$ cat src/shared/nps_pkg.sv
// constants and types for the network port status and strap block
package nps_pkg;

    localparam int unsigned CLK_HZ          = 100_000_000;
    localparam int unsigned STRETCH_MS      = 50;
    localparam int unsigned STRETCH_CYCLES  = (CLK_HZ / 1000) * STRETCH_MS;

    localparam int unsigned POL_LINK_PULSES = 7;
    localparam int unsigned POL_PACKETS     = 3;
    localparam int unsigned LINK_CNT_W      = 3;
    localparam int unsigned PKT_CNT_W       = 2;

    localparam int unsigned WB_ADR_W        = 4;
    localparam int unsigned WB_DAT_W        = 32;
    localparam int unsigned WB_SEL_W        = 4;
    localparam int unsigned DUAL_PINS       = 5;

    localparam logic [WB_ADR_W-1:0] CTRL_OFS   = 4'h0;
    localparam logic [WB_ADR_W-1:0] STATUS_OFS = 4'h4;

    localparam logic [WB_DAT_W-1:0] CTRL_RST   = 32'h00000000;

    // control register fields
    localparam int unsigned CTRL_LAMP_BIT   = 0;

    // status register fields
    localparam int unsigned ST_EXT_BIT      = 0;
    localparam int unsigned ST_AUI_BIT      = 1;
    localparam int unsigned ST_LTEN_BIT     = 2;
    localparam int unsigned ST_LSQ_BIT      = 3;
    localparam int unsigned ST_LINK_BIT     = 4;
    localparam int unsigned ST_POL_BIT      = 5;
    localparam int unsigned ST_TX_BIT       = 6;
    localparam int unsigned ST_RX_BIT       = 7;
    localparam int unsigned ST_COL_BIT      = 8;

    // dual-role pin order
    localparam int unsigned PIN_CRS         = 0;
    localparam int unsigned PIN_COL         = 1;
    localparam int unsigned PIN_RXD         = 2;
    localparam int unsigned PIN_RXC         = 3;
    localparam int unsigned PIN_TXC         = 4;

    typedef struct packed {
        logic                      captured;
        logic                      extSel;
        logic                      auiSel;
        logic                      linkTestEn;
        logic                      lowSquelch;
        logic                      lampTest;
        logic                      polFault;
        logic [LINK_CNT_W-1:0]     linkRevCnt;
        logic [PKT_CNT_W-1:0]      pktRevCnt;
        logic                      linkN;
        logic                      polN;
        logic                      ack;
        logic [WB_DAT_W-1:0]       rdata;
    } nps_state_t;

endpackage

$ cat src/hdl/nps_stretch.sv
// retriggerable activity stretcher driving one active-low indicator
`timescale 1ns/1ps
module nps_stretch
    import nps_pkg::*;
#(
    parameter int unsigned CYCLES = STRETCH_CYCLES
)
(
    input  wire logic sys_clk,
    input  wire logic rstn,
    input  wire logic trigger,
    input  wire logic forceOn,
    output logic      active,
    output logic      indicatorN
);

    localparam int unsigned CNT_W = $clog2(CYCLES + 1);
    localparam logic [CNT_W-1:0] LOAD = CNT_W'(CYCLES - 1);
    localparam logic [CNT_W-1:0] ZERO = '0;

    typedef struct packed {
        logic [CNT_W-1:0] count;
        logic             busy;
        logic             ledN;
    } nps_stretch_state_t;

    nps_stretch_state_t state_r;
    nps_stretch_state_t state_nxt;

    always_comb
    begin
        state_nxt = state_r;
        if (trigger)
        begin
            // each event reloads the full interval
            state_nxt.count = LOAD;
            state_nxt.busy  = 1'b1;
        end
        else if (state_r.count != ZERO)
        begin
            state_nxt.count = state_r.count - 1'b1;
        end
        else
        begin
            state_nxt.busy = 1'b0;
        end
        state_nxt.ledN = ~(state_nxt.busy | forceOn);
    end

    always_ff @(posedge sys_clk)
    begin
        if (!rstn)
        begin
            state_r.count <= ZERO;
            state_r.busy  <= 1'b0;
            state_r.ledN  <= 1'b1;
        end
        else
        begin
            state_r <= state_nxt;
        end
    end

    assign active     = state_r.busy;
    assign indicatorN = state_r.ledN;

endmodule

$ cat src/hdl/nps_port_status.sv
// network port strap decoding, pin role steering and status indicators
//
// Functional notes
// - external codec select high turns the internal codec off, low on.
// - dual-role pins drive their first function when internal, else in.
// - attachment select high routes the codec to AUI, low to pair module.
// - transmit indicator goes low for about 50 ms on each transmission.
// - receive indicator goes low for about 50 ms on received data.
// - collision indicator goes low for about 50 ms on each collision.
// - polarity indicator goes low after 7 reversed pulses or 3 packets.
// - link indicator is off in AUI mode or when enabled testing fails.
// - link indicator is on in pair mode with good link or test disabled.
// - link test disable strap low stops pulse generation and checking.
// - low squelch select high lowers the receive squelch threshold.
`timescale 1ns/1ps
module nps_port_status
    import nps_pkg::*;
#(
    parameter int unsigned STRETCH_LEN = STRETCH_CYCLES,
    parameter int unsigned NPINS       = DUAL_PINS
)
(
    input  wire logic                sys_clk,
    input  wire logic                rstn,

    // wishbone slave
    input  wire logic                wb_cyc_i,
    input  wire logic                wb_stb_i,
    input  wire logic                wb_we_i,
    input  wire logic [WB_ADR_W-1:0] wb_adr_i,
    input  wire logic [WB_DAT_W-1:0] wb_dat_i,
    input  wire logic [WB_SEL_W-1:0] wb_sel_i,
    output logic      [WB_DAT_W-1:0] wb_dat_o,
    output logic                     wb_ack_o,

    // configuration straps
    input  wire logic                externalCodecSelect,
    input  wire logic                attachmentOrPairSelect,
    input  wire logic                linkTestDisableN,
    input  wire logic                lowSquelchSelect,

    // strap decode to the analog and codec sections
    output logic                     codecEnable,
    output logic                     auiPathEnable,
    output logic                     pairPathEnable,
    output logic                     linkPulseGenEnable,
    output logic                     linkCheckEnable,
    output logic                     squelchLowThreshold,

    // dual-role pins: crs, col, rxd, rxc, txc
    input  wire logic [NPINS-1:0]    dualPinIn,
    output logic      [NPINS-1:0]    dualPinOut,
    output logic      [NPINS-1:0]    dualPinOe,
    input  wire logic [NPINS-1:0]    codecSideSig,
    output logic      [NPINS-1:0]    macSideSig,

    // events from the mac and pair module
    input  wire logic                txActivity,
    input  wire logic                rxActivity,
    input  wire logic                collisionSeen,
    input  wire logic                linkPulseSeen,
    input  wire logic                linkPulseReversed,
    input  wire logic                packetEndSeen,
    input  wire logic                packetReversed,
    input  wire logic                linkIntegrityGood,

    // active-low indicators
    output logic                     txActivityIndicatorN,
    output logic                     rxActivityIndicatorN,
    output logic                     collisionIndicatorN,
    output logic                     polarityFaultIndicatorN,
    output logic                     linkGoodIndicatorN
);

    ////////////////////////////////////////////////////////////////////////
    // state

    localparam logic [LINK_CNT_W-1:0] LINK_LIMIT =
        LINK_CNT_W'(POL_LINK_PULSES);
    localparam logic [PKT_CNT_W-1:0]  PKT_LIMIT  =
        PKT_CNT_W'(POL_PACKETS);
    localparam logic [LINK_CNT_W-1:0] LINK_ZERO  = '0;
    localparam logic [PKT_CNT_W-1:0]  PKT_ZERO   = '0;
    localparam logic [WB_DAT_W-1:0]   DAT_ZERO   = '0;

    nps_state_t          state_r;
    nps_state_t          state_nxt;

    logic                txBusy;
    logic                rxBusy;
    logic                colBusy;
    logic                busReq;
    logic                busWrite;
    logic                ctrlHit;
    logic                statusHit;
    logic                polClearSw;
    logic                polClearHw;
    logic                linkRevHit;
    logic                pktRevHit;
    logic                linkOn;
    logic [WB_DAT_W-1:0] statusWord;
    logic [WB_DAT_W-1:0] ctrlWord;

    ////////////////////////////////////////////////////////////////////////
    // bus decode

    assign busReq    = wb_cyc_i & wb_stb_i & ~state_r.ack;
    assign busWrite  = busReq & wb_we_i;
    assign ctrlHit   = (wb_adr_i == CTRL_OFS);
    assign statusHit = (wb_adr_i == STATUS_OFS);

    // write one to the polarity bit of status clears the latched fault
    assign polClearSw = busWrite & statusHit & wb_sel_i[0]
                        & wb_dat_i[ST_POL_BIT];

    always_comb
    begin
        ctrlWord                = DAT_ZERO;
        ctrlWord[CTRL_LAMP_BIT] = state_r.lampTest;
    end

    always_comb
    begin
        statusWord              = DAT_ZERO;
        statusWord[ST_EXT_BIT]  = state_r.extSel;
        statusWord[ST_AUI_BIT]  = state_r.auiSel;
        statusWord[ST_LTEN_BIT] = state_r.linkTestEn;
        statusWord[ST_LSQ_BIT]  = state_r.lowSquelch;
        statusWord[ST_LINK_BIT] = ~state_r.linkN;
        statusWord[ST_POL_BIT]  = state_r.polFault;
        statusWord[ST_TX_BIT]   = txBusy;
        statusWord[ST_RX_BIT]   = rxBusy;
        statusWord[ST_COL_BIT]  = colBusy;
    end

    ////////////////////////////////////////////////////////////////////////
    // polarity detection

    assign linkRevHit = linkPulseSeen & linkPulseReversed;
    assign pktRevHit  = packetEndSeen & packetReversed;

    // a correctly polarity_fault_indicator pulse or packet shows the pair is wired right
    assign polClearHw = (linkPulseSeen & ~linkPulseReversed)
                        | (packetEndSeen & ~packetReversed);

    ////////////////////////////////////////////////////////////////////////
    // link indicator

    // AUI mode keeps the lamp dark even with testing disabled
    assign linkOn = ~state_r.auiSel
                    & (~state_r.linkTestEn | linkIntegrityGood);

    ////////////////////////////////////////////////////////////////////////
    // next state

    always_comb
    begin
        state_nxt = state_r;

        // straps are tied, sampled once after reset is released
        if (!state_r.captured)
        begin
            state_nxt.captured   = 1'b1;
            state_nxt.extSel     = externalCodecSelect;
            state_nxt.auiSel     = attachmentOrPairSelect;
            state_nxt.linkTestEn = linkTestDisableN;
            state_nxt.lowSquelch = lowSquelchSelect;
        end

        // consecutive reversed link pulses
        if (linkPulseSeen)
        begin
            if (!linkPulseReversed)
            begin
                state_nxt.linkRevCnt = LINK_ZERO;
            end
            else if (state_r.linkRevCnt != LINK_LIMIT)
            begin
                state_nxt.linkRevCnt = state_r.linkRevCnt + 1'b1;
            end
        end

        // consecutive reversed packets
        if (packetEndSeen)
        begin
            if (!packetReversed)
            begin
                state_nxt.pktRevCnt = PKT_ZERO;
            end
            else if (state_r.pktRevCnt != PKT_LIMIT)
            begin
                state_nxt.pktRevCnt = state_r.pktRevCnt + 1'b1;
            end
        end

        // clears first so that a detection in the same cycle wins
        if (polClearSw || polClearHw)
        begin
            state_nxt.polFault = 1'b0;
        end
        if ((linkRevHit && state_nxt.linkRevCnt == LINK_LIMIT)
            || (pktRevHit && state_nxt.pktRevCnt == PKT_LIMIT))
        begin
            state_nxt.polFault = 1'b1;
        end

        state_nxt.polN  = ~(state_nxt.polFault | state_r.lampTest);
        state_nxt.linkN = ~(linkOn | state_r.lampTest);

        // bus: one wait state, then ack for a single cycle
        state_nxt.ack = busReq;
        if (busReq)
        begin
            if (ctrlHit)
            begin
                state_nxt.rdata = ctrlWord;
            end
            else if (statusHit)
            begin
                state_nxt.rdata = statusWord;
            end
            else
            begin
                state_nxt.rdata = DAT_ZERO;
            end
        end

        if (busWrite && ctrlHit && wb_sel_i[0])
        begin
            state_nxt.lampTest = wb_dat_i[CTRL_LAMP_BIT];
        end
    end

    ////////////////////////////////////////////////////////////////////////
    // state register

    always_ff @(posedge sys_clk)
    begin
        if (!rstn)
        begin
            state_r.captured   <= 1'b0;
            state_r.extSel     <= 1'b0;
            state_r.auiSel     <= 1'b0;
            state_r.linkTestEn <= 1'b1;
            state_r.lowSquelch <= 1'b0;
            state_r.lampTest   <= CTRL_RST[CTRL_LAMP_BIT];
            state_r.polFault   <= 1'b0;
            state_r.linkRevCnt <= LINK_ZERO;
            state_r.pktRevCnt  <= PKT_ZERO;
            state_r.linkN      <= 1'b1;
            state_r.polN       <= 1'b1;
            state_r.ack        <= 1'b0;
            state_r.rdata      <= DAT_ZERO;
        end
        else
        begin
            state_r <= state_nxt;
        end
    end

    ////////////////////////////////////////////////////////////////////////
    // strap decode outputs

    assign codecEnable         = ~state_r.extSel;
    assign auiPathEnable       = ~state_r.extSel & state_r.auiSel;
    assign pairPathEnable      = ~state_r.extSel & ~state_r.auiSel;
    assign linkPulseGenEnable  = pairPathEnable & state_r.linkTestEn;
    assign linkCheckEnable     = pairPathEnable & state_r.linkTestEn;
    assign squelchLowThreshold = state_r.lowSquelch;

    ////////////////////////////////////////////////////////////////////////
    // dual-role pins

    generate
        for (genvar i = 0; i < NPINS; i++)
        begin : g_pin
            // internal codec drives the pin, external codec drives us
            assign dualPinOut[i] = codecSideSig[i];
            assign dualPinOe[i]  = ~state_r.extSel;
            assign macSideSig[i] = state_r.extSel ? dualPinIn[i]
                                                  : codecSideSig[i];
        end
    endgenerate

    ////////////////////////////////////////////////////////////////////////
    // activity indicators

    nps_stretch #(
        .CYCLES     (STRETCH_LEN)
    ) u_tx_stretch (
        .sys_clk    (sys_clk),
        .rstn       (rstn),
        .trigger    (txActivity),
        .forceOn    (state_r.lampTest),
        .active     (txBusy),
        .indicatorN (txActivityIndicatorN)
    );

    nps_stretch #(
        .CYCLES     (STRETCH_LEN)
    ) u_rx_stretch (
        .sys_clk    (sys_clk),
        .rstn       (rstn),
        .trigger    (rxActivity),
        .forceOn    (state_r.lampTest),
        .active     (rxBusy),
        .indicatorN (rxActivityIndicatorN)
    );

    nps_stretch #(
        .CYCLES     (STRETCH_LEN)
    ) u_col_stretch (
        .sys_clk    (sys_clk),
        .rstn       (rstn),
        .trigger    (collisionSeen),
        .forceOn    (state_r.lampTest),
        .active     (colBusy),
        .indicatorN (collisionIndicatorN)
    );

    ////////////////////////////////////////////////////////////////////////
    // remaining outputs

    assign polarityFaultIndicatorN = state_r.polN;
    assign linkGoodIndicatorN      = state_r.linkN;
    assign wb_ack_o                = state_r.ack;
    assign wb_dat_o                = state_r.rdata;

endmodule

$ cat config.mk
export PLATFORM = sky130hd
export DESIGN_NAME = nps_port_status
export DESIGN_NICKNAME = d
export VERILOG_FILES = /design/src/shared/nps_pkg.sv /design/src/hdl/nps_stretch.sv /design/src/hdl/nps_port_status.sv
export SDC_FILE = /design/constraint.sdc
export NUM_CORES = 1
export LEC_CHECK = 0
export BUFFER_PORTS_ARGS = -buffer_cell sky130_fd_sc_hd__buf_4
export CAP_MARGIN = 20
export CORE_MARGIN = 4
export CORE_UTILIZATION = 52
export CTS_BUF_LIST = sky130_fd_sc_hd__clkbuf_2 sky130_fd_sc_hd__clkbuf_4 sky130_fd_sc_hd__clkbuf_8
export DETAILED_ROUTE_END_ITERATION = 12
export GPL_TIMING_DRIVEN = 1
export PLACE_DENSITY = 0.79
export SLEW_MARGIN = 20
export SYNTH_ARGS = -nofsm -noshare
export SYNTH_HDL_FRONTEND = slang
export SYNTH_HIERARCHICAL = 1
export SYNTH_SLANG_ARGS = --single-unit
$ cat constraint.sdc
create_clock -name sys_clk -period 3 [get_ports sys_clk]
set_input_delay 0.45 -clock sys_clk [delete_from_list [all_inputs] [get_ports sys_clk]]
set_output_delay 0.45 -clock sys_clk [all_outputs]
set_load 0.05 [all_outputs]
==> flow_summary.ini <==
[status]
outcome = completed

[grt]
grt.met3_usage_pct = 4.499
grt-busiest-layer = met2
antenna_found_initial = 0
globalRouteMet2Util_pct = 34.77
global_route.usage.met1_pct = 25.40
grtUsageTotal_pct = 20.40
grt_pass1_vias = 4202
grt_first_pass_wirelength_um = 19450
grt-ovfl-total = 0
grt_max_degree = 26

[synth]
synthesis.area_mm2 = 0.005186
synth.distinct_cells = 49
synth_edf_count = 0
number_of_instances_in_the_synthesized_netlist = 595
syn-mean-instance-area_um2 = 8.716
synth_top_area_cells = sky130_fd_sc_hd__dfxtp_1 38%, sky130_fd_sc_hd__or4_1 8.3%, sky130_fd_sc_hd__buf_4 6.2%
asyncSetResetFlopFracSynth_pct = 0
synthesized_flop_and_latch_total = 99
ys_seq_area_share_pct = 38.21
post-synth-top-area-cell = sky130_fd_sc_hd__dfxtp_1
total_of_warnings_raised_by_yosys = 6
synth_top_area_share_pct = 38.21
synth_ff_type = sky130_fd_sc_hd__dfxtp_1

[die]
die_area_mm2 = 0.01163
initial_core_util_pct = 53.31
boundary_pins = 126
die_w_um = 107.9
chipHeight_um = 107.9
core_region_area_mm2 = 0.009729
core.rowCount = 36

[worst_setup_path]
critPathSlowestCell = sky130_fd_sc_hd__or4_1
crit_family = simple AND/OR/NAND/NOR gates
worst_setup_path_end_kind = flip-flop
crit_fanout = 8
worstSetupStartpointType = flip-flop
crit_type = reg -> reg
cells_along_the_critical_path = or4_1 -> or4_1 -> or3_1 -> or4_1 -> nand2_1
critical_path_arrival_ns = 2.92
path_common_cell = sky130_fd_sc_hd__or4_1
crit_required_ns = 3.31
crit_buf_inv = 0
critical-path-max-stage-delay_ns = 0.68
reg2reg_setup_slack_ns = 0.39

[power]
cellPowerDensity_mw_per_mm2 = 488.7
power.static_leakage_nw = 2.266
post-layout-total-power_mw = 2.808
peakVddDrop_uv = 320.2

[clock_tree]
tritoncts = done
cts_htree_levels = 3
cts-root-to-sink-buffers = 2
cts_root_buffer = sky130_fd_sc_hd__clkbuf_8
cts.repair_timing.setup_buffer_count = 0
clkLatencyLatePin_ns = 0.37
postCtsResizedCells = 0
clkSinkCount = 99
cts_buffers = 9
cts_hold_buf = 0
cts.reportedPaths.clkPinSlew_ns = 0.10

[final_layout]
syn_to_final_growth_pct = 10.78
fillers = 853
fraction_of_layout_cells_with_a_size_suffix_above_1_pct = 17.77
antenna-diode-count = 0
mostFrequentLayoutCells = 99 x sky130_fd_sc_hd__dfxtp_1, 75 x sky130_fd_sc_hd__buf_4, 57 x sky130_fd_sc_hd__or4_1
final_cell_area_mm2 = 0.005746
final_common_cell = sky130_fd_sc_hd__dfxtp_1
nets = 705

[place]
dp.final_hpwl_um = 8501
finalWeightedCongestion = 0.8217
place_area_mm2 = 0.005554
port_buffers = 69

[detailed_routing]
drcViolationCount = 0
vias = 4614
avgViaCountPerCell = 6.000
firstDrtPassIters = 5
postRouteAntennaNets = 0
drt-wirelength-per-cell_um = 15.45
drt_iter0_drc = 219
finalWirelength_um = 11880

[sta]
setup-tns-final_ns = 0
final_max_slew_viol_count = 0
max_slew_margin_pct = 56.60
grt_setup_unrepaired = false
layout_min_cycle_time_ns = 2.614
setup_viol = 0
final_hold_viol_count = 0
finalCritPeriodShare_pct = 87.13
tightestPinTransition_ns = 0.6467
maxClockFrequency_mhz = 382.6
finalClockSkew_ns = 0.01671

[hold_path]
hold_path.class = in -> reg

[flow_run]
timing.max_cap.violations = 0
[report_power, final]
group	switching, mW	internal, mW
registers	0.0639	1.38
logic	0.362	0.182
clock network	0.495	0.328
total	0.921	1.89
[routing by layer]
| layer | vias up | wire (µm) |
|---|---|---|
| met3 | 16 | 849 |
| met1 | 2185 | 5204 |
| met2 | 159 | 5649 |
| met4 | 0 | 179 |
| met5 | - | 0 |
| li1 | 2254 | - |
[registers in the layout, summed over array words and instances, names as in the netlist]
signal                    count
ctrlWord                      1
linkGoodIndicatorN            1
polarityFaultIndicatorN       1
squelchLowThreshold           1
state_r                      10
u_col_stretch/active          1
u_col_stretch/indicatorN      1
u_col_stretch/state_r        23
u_rx_stretch/active           1
u_rx_stretch/indicatorN       1
u_rx_stretch/state_r         23
u_tx_stretch/active           1
u_tx_stretch/indicatorN       1
u_tx_stretch/state_r         23
wb_ack_o                      1
wb_dat_o                      9
[metrics by stage]
stage	hold WS, ns	worst slack, ns	instances	util [%]
final	0.3022	0.3861	769	59.05
after global routing	0.2992	0.2717	769	59.05
after CTS	0.2886	0.3895	769	59.05
after detailed placement	0.4518	0.4324	753	57.09
after global placement	0.4470	0.4642	753	57.09
after floorplan	0.4356	0.5283	617	-
[worst reg2reg max path: stages (launching register included)]
cell and delay (ns):
sky130_fd_sc_hd__dfxtp_1 0.33, sky130_fd_sc_hd__or4_1 0.67, sky130_fd_sc_hd__or4_1 0.68, sky130_fd_sc_hd__or3_1 0.38
sky130_fd_sc_hd__or4_1 0.41, sky130_fd_sc_hd__nand2_1 0.08
[cells in the mapped netlist (4+ instances only)]
master and count:
sky130_fd_sc_hd__inv_1 23, sky130_fd_sc_hd__buf_4 43, sky130_fd_sc_hd__o21ai_1 12, sky130_fd_sc_hd__dfxtp_1 99, sky130_fd_sc_hd__a21oi_1 26, sky130_fd_sc_hd__a311oi_1 9, sky130_fd_sc_hd__a31oi_1 22, sky130_fd_sc_hd__a22oi_1 8
sky130_fd_sc_hd__o211ai_1 10, sky130_fd_sc_hd__or4_1 57, sky130_fd_sc_hd__o31ai_1 27, sky130_fd_sc_hd__nand4_1 4, sky130_fd_sc_hd__nand3_1 6, sky130_fd_sc_hd__or3_1 31, sky130_fd_sc_hd__and2_1 5, sky130_fd_sc_hd__mux2i_1 12
sky130_fd_sc_hd__xnor2_1 10, sky130_fd_sc_hd__and3_1 8, sky130_fd_sc_hd__nor3_1 10, sky130_fd_sc_hd__nor4_1 9, sky130_fd_sc_hd__mux2_2 5, sky130_fd_sc_hd__nand2_1 28, sky130_fd_sc_hd__buf_2 9, sky130_fd_sc_hd__nand3b_1 4
sky130_fd_sc_hd__o21ai_0 6, sky130_fd_sc_hd__a21boi_0 4, sky130_fd_sc_hd__nor2_1 44, sky130_fd_sc_hd__ha_1 7, sky130_fd_sc_hd__clkbuf_1 19
[layout make-up]
class	instances	area, µm²	area share [%]
clock buffer	10	131.4	2.287
tap	133	166.4	2.896
clock inverter	6	60.06	1.045
multi-input combinational	423	2756	47.97
timing repair buffer	75	563.0	9.800
inverter	23	86.33	1.503
sequential	99	1982	34.49
[path summary, 6_finish.rpt]
| path | from | end | depth (start not counted) |
|---|---|---|---|
| worst min-delay path | externalCodecSelect | state_r[45] | 3 |
| worst min register to register | u_tx_stretch/state_r[9] | u_tx_stretch/state_r[9] | 2 |
| worst max-delay path | u_rx_stretch/state_r[2] | u_rx_stretch/state_r[19] | 5 |
| worst max register to register | u_rx_stretch/state_r[2] | u_rx_stretch/state_r[19] | 5 |
[kinds of logic (layout without fill, tap and decap cells)]
family	Yosys count	count (layout)	share of synthesized area, %
compound gates	136	136	17.85
xor+xnor	10	10	1.689
fa+ha+maj	7	7	1.689
other cells	1	23	0.07231
simple gates	230	230	26.85
flops	99	99	38.21
mux	17	17	3.402
buf+inv	95	114	10.23
(Power assumes the default switching activity.)
